## src/fault_monitor_defs.svh

```systemverilog
// Constants for the servo drive fault monitor: offsets, field positions, reset values, timing.
`ifndef FAULT_MONITOR_DEFS_SVH
`define FAULT_MONITOR_DEFS_SVH

`define CLK_HZ 25000000
`define EN_TOGGLE_MAX_HZ 10
`define LOW_BUS_DEBOUNCE_MS 50
`define ALL_ON_MS 1000
`define EN_TOGGLE_CYCLES (`CLK_HZ / `EN_TOGGLE_MAX_HZ)
`define LOW_BUS_CYCLES (`CLK_HZ / 1000 * `LOW_BUS_DEBOUNCE_MS)
`define ALL_ON_CYCLES (`CLK_HZ / 1000 * `ALL_ON_MS - 2)
`define FE_DEFAULT_TENTHS_REV 2

`define AV_AW 8
`define OFS_CTRL 8'h00
`define OFS_STATUS 8'h04
`define OFS_CODE 8'h08
`define OFS_SPEED_LIM 8'h0C
`define OFS_FE_LIM 8'h10
`define OFS_SHUNT_LIM 8'h14

`define CTRL_LOWBUS_EN 0
`define CTRL_ENCST_EN 1
`define CTRL_FE_EN 2
`define CTRL_W 3
`define CTRL_RESET_VAL 3'h7
`define CTRL_CLEAR 8
`define CTRL_REBOOT 9
`define CODE_ALL_ON 8

`define SYNC_W 16
`define SYNC_RESET_VAL 16'h2150
`define SPEED_LIM_RESET 16'hFFFF
`define SHUNT_LIM_RESET 16'h8000

`define FAULT_W 11
`define F_NVM 0
`define F_PWR 1
`define F_HIBUS 2
`define F_LOBUS 3
`define F_ENCST 4
`define F_ENCHW 5
`define F_MOTOT 6
`define F_SHUNT 7
`define F_OVSPD 8
`define F_FOLERR 9
`define F_TRAVEL 10
`define CLEARABLE_MASK 11'h3CF
`define AUTO_MASK 11'h400

`endif

```

## src/fault_monitor_pkg.sv

```systemverilog
// Types shared by the servo drive fault monitor.
`include "fault_monitor_defs.svh"
package fault_monitor_pkg;
  typedef enum logic [2:0] {
    NV_REQ = 3'b001,
    NV_ACC = 3'b010,
    NV_DONE = 3'b100
  } nvm_state_e;
  typedef logic [`FAULT_W-1:0] fault_vec_t;
  typedef logic [3:0] fault_code_t;
endpackage

```

## src/servo_drive_fault_monitor.sv

```systemverilog
// Fault supervision for a servo drive with an Avalon-MM register slave.
`timescale 1ns/1ns
`default_nettype none
`include "fault_monitor_defs.svh"
module servo_drive_fault_monitor
  import fault_monitor_pkg::*;
#(
  parameter int unsigned EN_TOGGLE_CYCLES = `EN_TOGGLE_CYCLES,
  parameter int unsigned LOW_BUS_CYCLES = `LOW_BUS_CYCLES,
  parameter int unsigned ALL_ON_CYCLES = `ALL_ON_CYCLES,
  parameter int unsigned COUNTS_PER_REV = 4096,
  parameter int unsigned NVM_AW = 6,
  parameter int unsigned NVM_DW = 16,
  parameter int unsigned SPEED_W = 16,
  parameter int unsigned SHUNT_W = 16
) (
  input wire logic clk,
  input wire logic reset,
  input wire logic [`AV_AW-1:0] avs_address,
  input wire logic avs_read,
  input wire logic avs_write,
  input wire logic [31:0] avs_writedata,
  input wire logic [3:0] avs_byteenable,
  output logic [31:0] avs_readdata,
  output logic avs_waitrequest,
  input wire logic pwrOverTemp,
  input wire logic pwrOverCurrent,
  input wire logic pwrLogicOk,
  input wire logic driveEnable,
  input wire logic busOverVolt,
  input wire logic busUnderVolt,
  input wire logic encA,
  input wire logic encAn,
  input wire logic encB,
  input wire logic encBn,
  input wire logic encZ,
  input wire logic encZn,
  input wire logic motorThermalOpen,
  input wire logic travelPos,
  input wire logic travelNeg,
  input wire logic resetButton,
  input wire logic [SPEED_W-1:0] motorSpeed,
  input wire logic signed [31:0] positionError,
  input wire logic [SHUNT_W-1:0] shuntPowerRms,
  output logic [NVM_AW-1:0] nvmAddr,
  input wire logic [NVM_DW-1:0] nvmData,
  output logic [`FAULT_W-1:0] faultFlags,
  output logic [3:0] faultCode,
  output logic allSegmentsOn,
  output logic bridgeDisable
);
  localparam logic [31:0] FE_LIM_RESET = 32'(COUNTS_PER_REV * `FE_DEFAULT_TENTHS_REV / 10);
  localparam logic [`FAULT_W-1:0] CLEARABLE = `CLEARABLE_MASK;
  localparam logic [`FAULT_W-1:0] AUTOCLR = `AUTO_MASK;

  logic [`SYNC_W-1:0] pinSync;
  logic pmOt, pmOc, pmOk, drvEn, busOv, busUv;
  logic eA, eAn, eB, eBn, eZ, eZn, thermOpen, trvPos, trvNeg, rstBtn;

  sync_bank #(.WIDTH(`SYNC_W), .RESET_VAL(`SYNC_RESET_VAL)) uSync (
    .clk(clk),
    .reset(reset),
    .din({pwrOverTemp, pwrOverCurrent, pwrLogicOk, driveEnable, busOverVolt, busUnderVolt,
          encA, encAn, encB, encBn, encZ, encZn, motorThermalOpen, travelPos, travelNeg,
          resetButton}),
    .dout(pinSync)
  );
  assign {pmOt, pmOc, pmOk, drvEn, busOv, busUv, eA, eAn, eB, eBn, eZ, eZn,
          thermOpen, trvPos, trvNeg, rstBtn} = pinSync;

  // Register slave.
  logic waitReq_q;
  logic [31:0] readData_q;
  logic [`CTRL_W-1:0] ctrl_q;
  logic [SPEED_W-1:0] speedLimit_q;
  logic [31:0] feLimit_q;
  logic [SHUNT_W-1:0] shuntLimit_q;
  logic wrAcc;
  logic ctrlWr;
  logic swClear;
  logic rebootReq;
  logic [31:0] readMux;
  fault_vec_t faults_q;
  fault_code_t code_q;
  logic allOn_q;
  logic bridge_q;

  function automatic logic [31:0] mergeBytes(input logic [31:0] old, input logic [31:0] wd,
                                             input logic [3:0] be);
    logic [31:0] res;
    res = old;
    for (int b = 0; b < 4; b++) begin
      if (be[b]) begin
        res[b*8 +: 8] = wd[b*8 +: 8];
      end
    end
    return res;
  endfunction

  // One wait state on every access: the answer is ready one edge after the request appears.
  always_ff @(posedge clk) begin
    if (reset) begin
      waitReq_q <= 1'b1;
      readData_q <= 32'h00000000;
    end else if ((avs_read || avs_write) && waitReq_q) begin
      waitReq_q <= 1'b0;
      readData_q <= avs_read ? readMux : 32'h00000000;
    end else begin
      waitReq_q <= 1'b1;
    end
  end

  assign wrAcc = avs_write && !waitReq_q;
  assign ctrlWr = wrAcc && (avs_address == `OFS_CTRL);
  assign swClear = ctrlWr && avs_byteenable[1] && avs_writedata[`CTRL_CLEAR];
  assign rebootReq = ctrlWr && avs_byteenable[1] && avs_writedata[`CTRL_REBOOT];

  always_ff @(posedge clk) begin
    if (reset) begin
      ctrl_q <= `CTRL_RESET_VAL;
      speedLimit_q <= `SPEED_LIM_RESET;
      feLimit_q <= FE_LIM_RESET;
      shuntLimit_q <= `SHUNT_LIM_RESET;
    end else if (wrAcc) begin
      case (avs_address)
        `OFS_CTRL: begin
          if (avs_byteenable[0]) begin
            ctrl_q <= avs_writedata[`CTRL_W-1:0];
          end
        end
        `OFS_SPEED_LIM: begin
          speedLimit_q <= SPEED_W'(mergeBytes(32'(speedLimit_q), avs_writedata, avs_byteenable));
        end
        `OFS_FE_LIM: begin
          feLimit_q <= mergeBytes(feLimit_q, avs_writedata, avs_byteenable);
        end
        `OFS_SHUNT_LIM: begin
          shuntLimit_q <= SHUNT_W'(mergeBytes(32'(shuntLimit_q), avs_writedata, avs_byteenable));
        end
        default: begin
        end
      endcase
    end
  end

  always_comb begin
    case (avs_address)
      `OFS_CTRL: readMux = 32'(ctrl_q);
      `OFS_STATUS: readMux = 32'(faults_q);
      `OFS_CODE: readMux = 32'({allOn_q, 4'h0, code_q});
      `OFS_SPEED_LIM: readMux = 32'(speedLimit_q);
      `OFS_FE_LIM: readMux = feLimit_q;
      `OFS_SHUNT_LIM: readMux = 32'(shuntLimit_q);
      default: readMux = 32'h00000000;
    endcase
  end

  // Reset requests from the front-panel button (rising edge) or software.
  logic rstBtnDly_q;
  logic clearReq;
  always_ff @(posedge clk) begin
    if (reset) begin
      rstBtnDly_q <= 1'b0;
    end else begin
      rstBtnDly_q <= rstBtn;
    end
  end
  assign clearReq = (rstBtn && !rstBtnDly_q) || swClear;

  // Storage checksum: words must sum to zero; read data is valid one cycle after the address.
  nvm_state_e nvState_q;
  logic [NVM_AW-1:0] nvAddr_q;
  logic [NVM_DW-1:0] nvSum_q;
  logic [NVM_DW-1:0] nvSumNext;
  logic nvmFail;
  assign nvSumNext = nvSum_q + nvmData;
  assign nvmFail = (nvState_q == NV_ACC) && (&nvAddr_q) && (nvSumNext != '0);

  always_ff @(posedge clk) begin
    if (reset || rebootReq) begin
      nvState_q <= NV_REQ;
      nvAddr_q <= '0;
      nvSum_q <= '0;
    end else begin
      case (nvState_q)
        NV_REQ: begin
          nvState_q <= NV_ACC;
        end
        NV_ACC: begin
          nvSum_q <= nvSumNext;
          if (&nvAddr_q) begin
            nvState_q <= NV_DONE;
          end else begin
            nvAddr_q <= nvAddr_q + 1'b1;
            nvState_q <= NV_REQ;
          end
        end
        NV_DONE: begin
          nvState_q <= NV_DONE;
        end
        default: begin
          nvState_q <= NV_REQ;
        end
      endcase
    end
  end

  // Enable toggle rate: two rising edges closer than one tenth of a second.
  logic drvEnDly_q;
  logic enSeen_q;
  logic [31:0] enCnt_q;
  logic fastToggle;
  assign fastToggle = drvEn && !drvEnDly_q && enSeen_q && (enCnt_q < EN_TOGGLE_CYCLES);
  always_ff @(posedge clk) begin
    if (reset) begin
      drvEnDly_q <= 1'b0;
      enSeen_q <= 1'b0;
      enCnt_q <= 32'h00000000;
    end else begin
      drvEnDly_q <= drvEn;
      if (drvEn && !drvEnDly_q) begin
        enSeen_q <= 1'b1;
        // Starting at one makes the count equal the cycles since the last rising edge,
        // so edges exactly one limit period apart are not counted as too fast.
        enCnt_q <= 32'h00000001;
      end else if (enCnt_q < EN_TOGGLE_CYCLES) begin
        enCnt_q <= enCnt_q + 32'h00000001;
      end
    end
  end

  // Encoder quadrature sequence: a Gray code allows one line to change per sample.
  logic [1:0] quadPrev_q;
  logic encBadState;
  logic encPairBad;
  always_ff @(posedge clk) begin
    if (reset) begin
      quadPrev_q <= 2'h0;
    end else begin
      quadPrev_q <= {eA, eB};
    end
  end
  assign encBadState = ((quadPrev_q ^ {eA, eB}) == 2'h3) || (eZ && !(eA && eB));
  assign encPairBad = (eA == eAn) || (eB == eBn) || (eZ == eZn);

  logic lowBusPersist;
  logic allOnDone;
  persist_timer #(.LIMIT(LOW_BUS_CYCLES)) uLowBus (
    .clk(clk),
    .reset(reset),
    .level(busUv),
    .done(lowBusPersist)
  );
  persist_timer #(.LIMIT(ALL_ON_CYCLES)) uAllOn (
    .clk(clk),
    .reset(reset),
    .level(!rebootReq),
    .done(allOnDone)
  );

  logic [31:0] feAbs;
  fault_vec_t faultSet;
  assign feAbs = positionError[31] ? 32'(-positionError) : 32'(positionError);

  always_comb begin
    faultSet = '0;
    faultSet[`F_NVM] = nvmFail;
    faultSet[`F_PWR] = pmOt || pmOc || !pmOk || fastToggle;
    faultSet[`F_HIBUS] = busOv;
    faultSet[`F_LOBUS] = lowBusPersist && ctrl_q[`CTRL_LOWBUS_EN];
    faultSet[`F_ENCST] = encBadState && ctrl_q[`CTRL_ENCST_EN];
    faultSet[`F_ENCHW] = encPairBad;
    faultSet[`F_MOTOT] = thermOpen;
    faultSet[`F_SHUNT] = shuntPowerRms > shuntLimit_q;
    faultSet[`F_OVSPD] = motorSpeed > speedLimit_q;
    faultSet[`F_FOLERR] = ctrl_q[`CTRL_FE_EN] && (feAbs > feLimit_q);
    faultSet[`F_TRAVEL] = trvPos || trvNeg;
  end

  // A detect in the same cycle as a clear keeps the flag set.
  for (genvar gi = 0; gi < `FAULT_W; gi++) begin : gFault
    always_ff @(posedge clk) begin
      if (reset || rebootReq) begin
        faults_q[gi] <= 1'b0;
      end else if (faultSet[gi]) begin
        faults_q[gi] <= 1'b1;
      end else if (clearReq && CLEARABLE[gi]) begin
        faults_q[gi] <= 1'b0;
      end else if (AUTOCLR[gi]) begin
        faults_q[gi] <= 1'b0;
      end
    end
  end

  function automatic fault_code_t topFault(input fault_vec_t f);
    fault_code_t c;
    c = 4'h0;
    for (int i = `FAULT_W - 1; i >= 0; i--) begin
      if (f[i]) begin
        c = 4'(i + 1);
      end
    end
    return c;
  endfunction

  always_ff @(posedge clk) begin
    if (reset) begin
      code_q <= 4'h0;
      allOn_q <= 1'b1;
      bridge_q <= 1'b1;
    end else begin
      code_q <= topFault(faults_q);
      allOn_q <= !allOnDone;
      bridge_q <= !allOnDone || |(faults_q & ~AUTOCLR);
    end
  end

  assign avs_readdata = readData_q;
  assign avs_waitrequest = waitReq_q;
  assign nvmAddr = nvAddr_q;
  assign faultFlags = faults_q;
  assign faultCode = code_q;
  assign allSegmentsOn = allOn_q;
  assign bridgeDisable = bridge_q;
endmodule
`default_nettype wire

```

## src/sync_bank.sv

```systemverilog
// Two-flop synchroniser for a bank of asynchronous pin inputs.
`timescale 1ns/1ns
`default_nettype none
module sync_bank #(
  parameter int unsigned WIDTH = 1,
  parameter logic [WIDTH-1:0] RESET_VAL = '0
) (
  input wire logic clk,
  input wire logic reset,
  input wire logic [WIDTH-1:0] din,
  output logic [WIDTH-1:0] dout
);
  logic [WIDTH-1:0] meta_q;
  logic [WIDTH-1:0] stable_q;

  // The first stage is read only by the second stage.
  always_ff @(posedge clk) begin
    if (reset) begin
      meta_q <= RESET_VAL;
      stable_q <= RESET_VAL;
    end else begin
      meta_q <= din;
      stable_q <= meta_q;
    end
  end

  assign dout = stable_q;
endmodule
`default_nettype wire

```

## src/persist_timer.sv

```systemverilog
// Persistence timer: reports a level that has stood for a set number of cycles.
`timescale 1ns/1ns
`default_nettype none
module persist_timer #(
  parameter int unsigned LIMIT = 1
) (
  input wire logic clk,
  input wire logic reset,
  input wire logic level,
  output logic done
);
  logic [31:0] cnt_q;

  // Any dropout restarts the count, so short glitches never reach done.
  always_ff @(posedge clk) begin
    if (reset || !level) begin
      cnt_q <= 32'h00000000;
    end else if (cnt_q < LIMIT) begin
      cnt_q <= cnt_q + 32'h00000001;
    end
  end

  assign done = (cnt_q >= LIMIT);
endmodule
`default_nettype wire

```

## config.mk

```make
export PLATFORM = sky130hd
export DESIGN_NAME = servo_drive_fault_monitor
export DESIGN_NICKNAME = d
export VERILOG_FILES = /design/src/fault_monitor_pkg.sv /design/src/servo_drive_fault_monitor.sv /design/src/sync_bank.sv /design/src/persist_timer.sv
export VERILOG_INCLUDE_DIRS = /design/src
export SDC_FILE = /design/constraint.sdc
export NUM_CORES = 1
export LEC_CHECK = 0
export BUFFER_PORTS_ARGS = -buffer_cell sky130_fd_sc_hd__buf_2
export CAP_MARGIN = 20
export CORE_MARGIN = 2
export CORE_UTILIZATION = 50
export CTS_BUF_LIST = sky130_fd_sc_hd__clkbuf_16
export DETAILED_ROUTE_END_ITERATION = 12
export PLACE_DENSITY = 0.69
export SETUP_SLACK_MARGIN = 0.5
export SLEW_MARGIN = 20
export SYNTH_ARGS = -nofsm -noshare
export SYNTH_HDL_FRONTEND = slang
export SYNTH_SLANG_ARGS = --single-unit
```

## constraint.sdc

```tcl
create_clock -name clk -period 4.5 [get_ports clk]
set_clock_uncertainty 0.1 [all_clocks]
set_input_delay 0.9 -clock clk [delete_from_list [all_inputs] [get_ports clk]]
set_output_delay 0.9 -clock clk [all_outputs]
set_load 0.03 [all_outputs]
```

==> results of run 1 <==
==> layer usage <==
layer / vias to the layer above / global-route usage (%) / routed length, µm
li1: 6023 / - / -
met1: 5631 / 33.1 / 16500
met2: 357 / 39.9 / 16400
met3: 53 / 4.13 / 2310
met4: 4 / 5.72 / 755
met5: - / 0 / 30
==> metrics by stage <==
step | setup TNS, ns | total power, W | util [%]
2_1_floorplan | 0 | 0.00287 | -
3_3_place_gp | 0 | 0.00305 | 55.7
3_5_place_dp | -0.0223 | 0.00306 | 55.7
4_1_cts | 0 | 0.00544 | 59.3
5_1_grt | 0 | 0.00561 | 59.5
6_report | 0 | 0.00541 | 59.5
==> power groups by stage <==
stage | clock (W) | sequential, W | combinational [W]
6_report | 0.00239 | 0.00251 | 0.000513
4_1_cts | 0.00243 | 0.00251 | 0.000504
2_1_floorplan | 0 | 0.00257 | 0.000301
3_3_place_gp | 0 | 0.00256 | 0.000491
5_1_grt | 0.00253 | 0.00251 | 0.000569
3_5_place_dp | 0 | 0.00256 | 0.000502
==> layout make-up <==
type,instances,share of cell area (%)
Multi-Input combinational cell,1184,47.8
Sequential cell,275,34.3
Timing Repair Buffer,213,7.14
Clock buffer,31,4.83
Tap cell,341,2.66
Inverter,88,2.06
Clock inverter,23,1.15
Antenna cell,1,0.0156
==> registers in the layout, summed over array words and instances (netlist names), 3 cells and up <==
name,flops
avs_readdata,32
uSync.meta_q,16
uSync.dout,16
nvState_q,3
faultFlags,11
enCnt_q,32
ctrl_q,3
shuntLimit_q,16
nvmAddr,6
faultCode,4
uLowBus.cnt_q,32
speedLimit_q,16
uAllOn.cnt_q,32
feLimit_q,32
nvSum_q,16
==> synth_stat cells (29+ instances only) <==
| cell type | instances |
|---|---|
| mux2i_1 | 29 |
| nor2b_1 | 45 |
| nor2_1 | 159 |
| inv_1 | 88 |
| o21ai_0 | 51 |
| clkbuf_1 | 57 |
| nand2_1 | 148 |
| nand3_1 | 62 |
| xor2_1 | 31 |
| ha_1 | 86 |
| a21oi_1 | 112 |
| nand4_1 | 34 |
| a22oi_1 | 29 |
| xnor2_1 | 61 |
| nor3_1 | 30 |
| and2_1 | 36 |
| dfxtp_1 | 275 |
==> repair_timing <==
item | in CTS | in global routing
resized for setup | 0 | 18
endpoints found under the setup margin | 0 | 1
buffers inserted | 0 | 1
==> cell families after synthesis <==
group / synth area share (%)
AO/OA/AOI/OAI: 16.1
XOR/XNOR: 5.87
adder cells (fa/ha/maj): 7.99
buffers and inverters: 4.34
flip-flops: 40.1
multiplexers: 2.36
AND/OR/NAND/NOR: 23.2
==> worst min path at each step <==
stage,slack (ns),to,cells past startpoint
finish,0.31,uSync.dout[6]$_SDFF_PP1_,1
global route,0.32,uSync.dout[4]$_SDFF_PP1_,1
CTS,0.31,uSync.dout[6]$_SDFF_PP1_,1
detailed placement,0.29,uSync.dout[6]$_SDFF_PP1_,1
global placement,0.30,uSync.dout[8]$_SDFF_PP1_,1
floorplan,0.29,uSync.dout[13]$_SDFF_PP1_,1
==> results.yml, run 1 <==
status:
  status: "complete, no violations"
power_and_ir_drop:
  p_comb_share_pct: 9.5
  clkPwrFrac_pct: 44.1
  vdd_drop_max_uv: 273
  switching_share_pct: 24.3
  powerDensity_nw_per_um2: 337
  p_seq_share_pct: 46.4
  switchingPower_w: 0.00132
  p_int_w: 0.00409
  p_leak_nw: 6.47
timing:
  worst_pin_slew_ns: 1.05
  timing_max_transition_violations_final: 0
  rsz0062_at_grt: "true"
  finalHoldViolCount: 0
  slew_headroom_pct: 29.9
  period_needed_ns: 3.92
  min_period_over_period_pct: 87.0
  finalSetupViolCount: 0
  worst_hold_slack_ns: 0.306
  fmax_mhz: 255
  finalWorstSetupSlack_ns: 0.584
worst_setup_path:
  cp_cell_sequence: "buf_6 -> or4_4 -> or3_4 -> or4_4 -> nand2b_4 -> o31ai_4 -> xnor2_1 -> ha_1 -> a21o_1 -> a21o_1 -> a21oi_1 -> nor2b_1 -> o21ai_1 -> a21oi_1 -> nor3_1 -> o21ai_1"
  r2r_cells: 10
  r2r_start: "nvSum_q[0]$_SDFFE_PP0N_"
  required_ns: 4.84
  crit_cells: 16
  rrSetupSlack_ns: 1.32
  crit_end: "faultFlags[9]$_SDFFE_PP0P_"
  crit_path_max_fanout: 4
  critPathLaunchType: "input port"
  crit_family: "simple AND/OR/NAND/NOR gates"
  path_buf_inv: 1
  cp-end-kind: "flip-flop"
  crit_arrival_ns: 4.25
  cp_slowest_cell: "or4_4"
  reg2reg_to: "faultFlags[0]$_SDFFE_PP0P_"
  cp-startpoint: "positionError[8]"
  critPathMaxStageDelay_ns: 0.55
  path_class: "input port to flip-flop"
logic_synthesis:
  synth_area_um2: 13700
  synth_cells: 1616
  synth_edf_count: 0
  synth_top_area_share_pct: 40.1
  synth-warning-count: 0
  synth_ff_type: "dfxtp_1"
  async_flop_share_pct: 0
  ys_ff_latch: 275
  synthDistinctLibCells: 68
  synth.avg_cell_area_um2: 8.49
  synth_top_cell_by_area: "dfxtp_1"
  synth_area_leaders: "dfxtp_1 40%, ha_1 7.8%, nor2_1 4.3%"
  yosysSeqAreaShare_pct: 40.1
  syn_nets: 1847
grt:
  grtUsageTotal_pct: 24.2
  grt_pass1_wl_mm: 57.3
  grt-ovfl-total: 0
  grt_pass1_vias: 11400
  grt_start_max_net_pins: 53
  antenna_found_initial: 3
cts:
  cts_made_buffers: 30
  postCtsHoldBufs: 0
  htreeDepth: 1
  clk_pin_slew_ns: 0.06
  clockBufferDepth: 3
  tritoncts: "done"
  clock_sinks: 275
  cts-root-buf: "clkbuf_16"
  worstSkewPairLatency_ns: 0.55
finish:
  layout_common_cells: "275 x dfxtp_1, 194 x buf_2, 158 x nor2_1"
  multi_input_area_um2: 7680
  fillerInstances: 2413
  drive_gt1_share_pct: 16.3
  stdcell_count: 2156
  syn2layout_area_growth_pct: 16.9
  layout.nets: 2023
  mostFrequentLayoutCell: "dfxtp_1"
  postLayoutCellArea_um2: 16000
  seq_area_um2: 5510
route:
  avgRoutedWirePerCell_um: 16.7
  dr.first_iter.drc_count: 889
  viasPerCell: 5.60
  drt.antenna.violating_nets: 0
  drc_errors: 0
  via_count: 12100
  dr.pass1.iters: 5
  wl_mm: 35.9
floorplan:
  core-area_um2: 27000
  start_util_pct: 50.9
  io_pins: 200
  row_count: 60
  dieHeight_um: 170
  fp.dieW_um: 170
  die-area_um2: 28800
placed_design:
  place_ws_ns: -0.0223
  globalplace.congestion: 0.895
  placed_area_um2: 15000
  dp_cells: 2100
  port_buffers: 199
  dp_hpwl_mm: 26.8
job:
  drv_cap: 0
hold_path:
  min_from: "uSync.meta_q[6]$_SDFF_PP1_"
  worstHoldPathType: "flip-flop to flip-flop"
(Power assumes the default switching activity.)
==> run 2: changes to the inputs <==
--- a/config.mk
+++ b/config.mk
@@ -6,13 +6,14 @@
 export SDC_FILE = /design/constraint.sdc
 export NUM_CORES = 1
 export LEC_CHECK = 0
+export ABC_AREA = 1
 export BUFFER_PORTS_ARGS = -buffer_cell sky130_fd_sc_hd__buf_2
 export CAP_MARGIN = 20
 export CORE_MARGIN = 2
-export CORE_UTILIZATION = 50
+export CORE_UTILIZATION = 30
 export CTS_BUF_LIST = sky130_fd_sc_hd__clkbuf_16
 export DETAILED_ROUTE_END_ITERATION = 12
-export PLACE_DENSITY = 0.69
+export PLACE_DENSITY = 0.45
 export SETUP_SLACK_MARGIN = 0.5
 export SLEW_MARGIN = 20
 export SYNTH_ARGS = -nofsm -noshare
==> run 2 against run 1 <==
Compared with the run above:
- die area up 75%
- global-route usage shrank 6.4 points
- worst setup slack improved by 0.51 ns
- clock power up 16%
- largest power group is now the clock network
==> results.yml, run 2 <==
worst_setup_path:
  crit_end: "faultFlags[9]$_SDFFE_PP0P_"
  critPathLaunchType: "input port"
  crit_arrival_ns: 3.74
  cp-startpoint: "positionError[0]"
  path_class: "input port to flip-flop"
  r2r_start: "uAllOn.cnt_q[25]$_SDFFE_PP0P_"
  reg2reg_to: "uAllOn.cnt_q[18]$_SDFFE_PP0P_"
  rrSetupSlack_ns: 1.71
  crit_path_max_fanout: 4
  required_ns: 4.83
  cp-end-kind: "flip-flop"
  r2r_cells: 9
power_and_ir_drop:
  powerDensity_nw_per_um2: 337
  switching_share_pct: 25.9
  clkPwrFrac_pct: 47.6
  p_seq_share_pct: 43.0
  p_leak_nw: 7.31
  p_comb_share_pct: 9.5
  vdd_drop_max_uv: 208
  switchingPower_w: 0.00151
  p_int_w: 0.00433
cts:
  postCtsHoldBufs: 0
  cts-root-buf: "clkbuf_16"
  ctsResizeCount: 0
  htreeDepth: 2
  clock_sinks: 275
  postCtsSetupRepairBufs: 0
  tritoncts: "done"
  clk_pin_slew_ns: 0.06
  worstSkewPairLatency_ns: 0.54
  cts_made_buffers: 36
  clockBufferDepth: 3
grt:
  grt_start_max_net_pins: 57
  grt_pass1_wl_mm: 70.6
  grtUsageTotal_pct: 17.8
  grt_pass1_vias: 13100
  antenna_found_initial: 9
  grt-ovfl-total: 0
logic_synthesis:
  synthTopCellsByCount: "430 x nand2_1, 289 x inv_1, 275 x dfxtp_1"
  synth_top_area_share_pct: 37.6
  yosysSeqAreaShare_pct: 37.6
  synth-warning-count: 0
  synth.avg_cell_area_um2: 7.13
  synth_cells: 2050
  synth_top_cell_by_area: "dfxtp_1"
  synth_edf_count: 0
  synth_area_leaders: "dfxtp_1 38%, nand2_1 11%, inv_1 7.4%"
  syn_nets: 2281
  ys_ff_latch: 275
  async_flop_share_pct: 0
  synth_area_um2: 14600
  synthDistinctLibCells: 49
  yosysMostFrequentCell: "nand2_1"
  synth_ff_type: "dfxtp_1"
floorplan:
  core-area_um2: 47900
  die-area_um2: 50500
  row_count: 80
  io_pins: 200
  fp.dieW_um: 225
  start_util_pct: 30.5
  dieHeight_um: 225
route:
  drt-met1-wl_mm: 21.5
  drc_errors: 0
  via_count: 13600
  viasPerCell: 4.72
  avgRoutedWirePerCell_um: 15.8
  dr.pass1.iters: 5
  wl_mm: 45.5
  wl_met2_mm: 19.8
  dr.first_iter.drc_count: 718
  routed.top_layer: "met5"
  drt.antenna.violating_nets: 0
  wl_met3_mm: 2.53
placed_design:
  dp_cells: 2812
  placed_area_um2: 16200
  port_buffers: 199
  globalplace.congestion: 0.877
  dp_hpwl_mm: 34.9
timing:
  worst_pin_slew_ns: 0.845
  rsz0062_at_grt: "false"
  timing_max_transition_violations_final: 0
  worst_hold_slack_ns: 0.299
  min_period_over_period_pct: 75.8
  finalSetupViolCount: 0
  slew_headroom_pct: 43.6
  fin_setup_tns_ns: 0
  period_needed_ns: 3.41
  finalHoldViolCount: 0
  fmax_mhz: 293
finish:
  fillerInstances: 5097
  mostFrequentLayoutCell: "nand2_1"
  syn2layout_area_growth_pct: 18.4
  layout.nets: 2466
  layout_common_cells: "430 x nand2_1, 298 x inv_1, 275 x dfxtp_1"
  stdcell_count: 2883
  drive_gt1_share_pct: 14.4
  postLayoutCellArea_um2: 17300
hold_path:
  worstHoldPathType: "flip-flop to flip-flop"
  min_from: "uSync.meta_q[10]$_SDFF_PP0_"
status:
  status: "complete, no violations"
job:
  drv_cap: 0
-- run 2: changes by cell type after synthesis, moves of 35 or more --
cell	previous run	this run
and2_1	36	1
nor2b_1	45	0
o21ai_0	51	115
nand2_1	148	430
inv_1	88	289
a21oi_1	112	188
xnor2_1	61	26
-- run 2: worst max-delay path: stages --
cell and delay, ns:
buf_2 0.10, inv_1 0.09, ha_1 0.20, nand4_1 0.15, nor3_2 0.29, nand3_1 0.21
o21ai_1 0.37, o21ai_0 0.20, xor2_1 0.18, ha_1 0.30, nand4_1 0.13, nor2_1 0.11
nand2_1 0.06, nor2_1 0.17, a41oi_1 0.13, nand2_1 0.10, a21oi_1 0.05
-- run 2: how the worst min path moves through the flow --
stage,endpoint,slack (ns),cells past startpoint
2_1_floorplan,uSync.dout[0]$_SDFF_PP0_,0.29,2
3_3_place_gp,uSync.dout[1]$_SDFF_PP0_,0.29,2
5_1_grt,uSync.dout[1]$_SDFF_PP0_,0.32,2
6_report,uSync.dout[10]$_SDFF_PP0_,0.30,2
4_1_cts,uSync.dout[10]$_SDFF_PP0_,0.30,2
3_5_place_dp,uSync.dout[5]$_SDFF_PP0_,0.29,2
-- run 2: power groups by stage --
stage / Clock [W] / Combinational (W) / Sequential [W]
floorplan: 0 / 0.000328 / 0.00257
global placement: 0 / 0.000551 / 0.00256
detailed placement: 0 / 0.000555 / 0.00256
CTS: 0.00288 / 0.000558 / 0.00251
global route: 0.00297 / 0.000625 / 0.00251
finish: 0.00278 / 0.000552 / 0.00251
-- run 2: layer usage --
layer  up-vias  GRT usage (%)
met4         4           7.43
met3        80           3.93
met2       283           28.0
met5         -              0
li1       7110              -
met1      6131           23.7
-- run 2: cells by family (layout without fill, tap and decap cells) --
group	Yosys count	count (layout)	share of synthesized area, %
simple gates	871	871	26.3
compound gates	395	395	15.2
buf+inv	361	571	9.70
flops	275	275	37.6
fa+ha+maj	87	87	7.50
xor+xnor	61	61	3.65
other cells	0	8	0
-- run 2: final cells by class --
cell class	instances	area (µm²)	area share [%]
timing repair buffer	207	1060	6.11
tap	615	769	4.44
sequential	275	5510	31.8
inverter	301	1130	6.53
clock inverter	26	199	1.15
antenna	8	20.0	0.116
clock buffer	37	926	5.35
multi-input combinational	1414	7710	44.5
-- run 2: through the flow --
stage	setup WS [ns]	total power, W	utilization, %
5_1_grt	0.785	0.00610	36.1
2_1_floorplan	1.27	0.00290	-
4_1_cts	1.19	0.00595	36.1
6_report	1.09	0.00584	36.1
3_3_place_gp	0.703	0.00311	33.7
3_5_place_dp	0.606	0.00312	33.7
==> run 3: changes to the inputs <==
==> constraint.sdc (replaced) <==
create_clock -name clk -period 3.5 [get_ports clk]
set_clock_uncertainty 0.1 [all_clocks]
set_input_delay 0.7 -clock clk [delete_from_list [all_inputs] [get_ports clk]]
set_output_delay 0.7 -clock clk [all_outputs]
set_load 0.03 [all_outputs]
==> run 3 against run 2 <==
Compared with the run above:
- highest routed layer unchanged
- largest cell class unchanged
- worst setup slack worse by 0.51 ns
- critical endpoint unchanged
- final area increased by 1.7%
- critical path type unchanged
- hold slack lost 0.081 ns
- count of clock-buffer cells in the layout down 1
- non-clock buffer count increased by 14
==> results.yml, run 3 (synthesized netlist as in run 2, its figures left out) <==
cts:
  tritoncts: "done"
  htreeDepth: 2
  clock_sinks: 275
  postCtsHoldBufs: 0
  cts-root-buf: "clkbuf_16"
  worstSkewPairLatency_ns: 0.56
  clockBufferDepth: 3
  clk_pin_slew_ns: 0.06
  cts_made_buffers: 36
floorplan:
  dieHeight_um: 225
  io_pins: 200
  row_count: 80
  fp.dieW_um: 225
  core-area_um2: 47900
  die-area_um2: 50500
  start_util_pct: 30.5
status:
  status: "complete, no violations"
timing:
  finalSetupViolCount: 0
  rsz0062_at_grt: "true"
  finalHoldViolCount: 0
  min_period_over_period_pct: 83.6
  slew_headroom_pct: 50.1
  fmax_mhz: 342
  fin_setup_tns_ns: 0
  worst_hold_slack_ns: 0.218
  worst_pin_slew_ns: 0.743
  timing_max_transition_violations_final: 0
  period_needed_ns: 2.92
finish:
  fillerInstances: 5162
  syn2layout_area_growth_pct: 20.4
  layout_common_cells: "425 x nand2_1, 291 x inv_1, 275 x dfxtp_1"
  multi_input_area_um2: 7810
  drive_gt1_share_pct: 15.8
  mostFrequentLayoutCell: "nand2_1"
  layout.nets: 2480
  seq_area_um2: 5510
power_and_ir_drop:
  vdd_drop_max_uv: 258
  p_total_w: 0.00763
  p_leak_nw: 7.41
  powerDensity_nw_per_um2: 433
route:
  wl_mm: 46.6
  wl_met3_mm: 2.81
  drt.antenna.violating_nets: 0
  wl_met2_mm: 20.1
  dr.pass1.iters: 5
  viasPerCell: 4.75
  dr.first_iter.drc_count: 847
  routed.top_layer: "met5"
  via_count: 13800
  avgRoutedWirePerCell_um: 16.1
  drt-met1-wl_mm: 22.1
  drc_errors: 0
job:
  drv_cap: 0
grt:
  antenna_found_initial: 10
  grt_pass1_wl_mm: 71.8
  grt-ovfl-total: 0
  grt_start_max_net_pins: 67
  grt_pass1_vias: 13000
  grtUsageTotal_pct: 18.2
placed_design:
  globalplace.congestion: 0.877
  port_buffers: 199
  dp_hpwl_mm: 35.7
worst_setup_path:
  cp-end-kind: "flip-flop"
  critPathLaunchType: "input port"
  required_ns: 3.88
  path_class: "input port to flip-flop"
  crit_path_max_fanout: 4
  crit_arrival_ns: 3.31
hold_path:
  worstHoldPathType: "input port to flip-flop"
-- run 3: routing by layer --
metal	vias up	GRT usage, %
met3	87	3.87
met5	-	0
met1	6247	24.8
met4	6	7.56
li1	7122	-
met2	312	27.9
-- run 3: layout make-up --
type / instances / area share [%]
multi-input combinational: 1414 / 44.4
timing repair buffer: 221 / 6.86
tap: 615 / 4.37
clock inverter: 28 / 1.45
sequential: 275 / 31.3
inverter: 301 / 6.46
clock buffer: 36 / 5.12
antenna: 7 / 0.0995
-- run 3: worst max-delay path, cell delays in order --
cell and delay (ns):
buf_8 0.10, inv_6 0.05, ha_4 0.13, nand4_1 0.18, nor3_4 0.31, nand3_2 0.16, o21ai_2 0.19, buf_4 0.14
nand2_2 0.04, xor2_1 0.16, ha_1 0.28, nand4_1 0.17, nor2_2 0.14, nand2_1 0.06, nor2_2 0.15, nand2_1 0.07
nand3_1 0.07, nand2_1 0.07, a21oi_2 0.13
-- run 3: power breakdown --
group	internal, W	leakage, nW	total (W)	switching [W]
clock network	0.00218	0.582	0.00366	0.00148
registers	0.00318	2.23	0.00323	0.0000457
logic	0.000272	4.60	0.000743	0.000471
total	0.00563	7.41	0.00763	0.00200
-- run 3: final timing paths --
path	cells after the start	from	slack (ns)	end
max reg2reg	14	nvSum_q[0]$_SDFFE_PP0N_	1.05	faultFlags[0]$_SDFFE_PP0P_
max	19	positionError[1]	0.58	faultFlags[9]$_SDFFE_PP0P_
min	2	encAn	0.22	uSync.meta_q[8]$_SDFF_PP1_
min reg2reg	2	uSync.meta_q[11]$_SDFF_PP0_	0.30	uSync.dout[11]$_SDFF_PP0_
-- run 3: timing repair --
item / in CTS / in global routing
gates resized for setup: 0 / 35
endpoints found under the setup margin: 0 / 1
setup buffers: 0 / 3
-- run 3: stage by stage --
| stage | std cells | setup WS [ns] | cell area [µm²] | util (%) |
|---|---|---|---|---|
| floorplan | 2050 | 0.526 | 14600 | - |
| global placement | 2823 | 0.0561 | 16300 | 33.9 |
| detailed placement | 2823 | 0.0315 | 16300 | 33.9 |
| CTS | 2887 | 0.608 | 17400 | 36.3 |
| global route | 2897 | 0.398 | 17600 | 36.7 |
| finish | 2897 | 0.575 | 17600 | 36.7 |
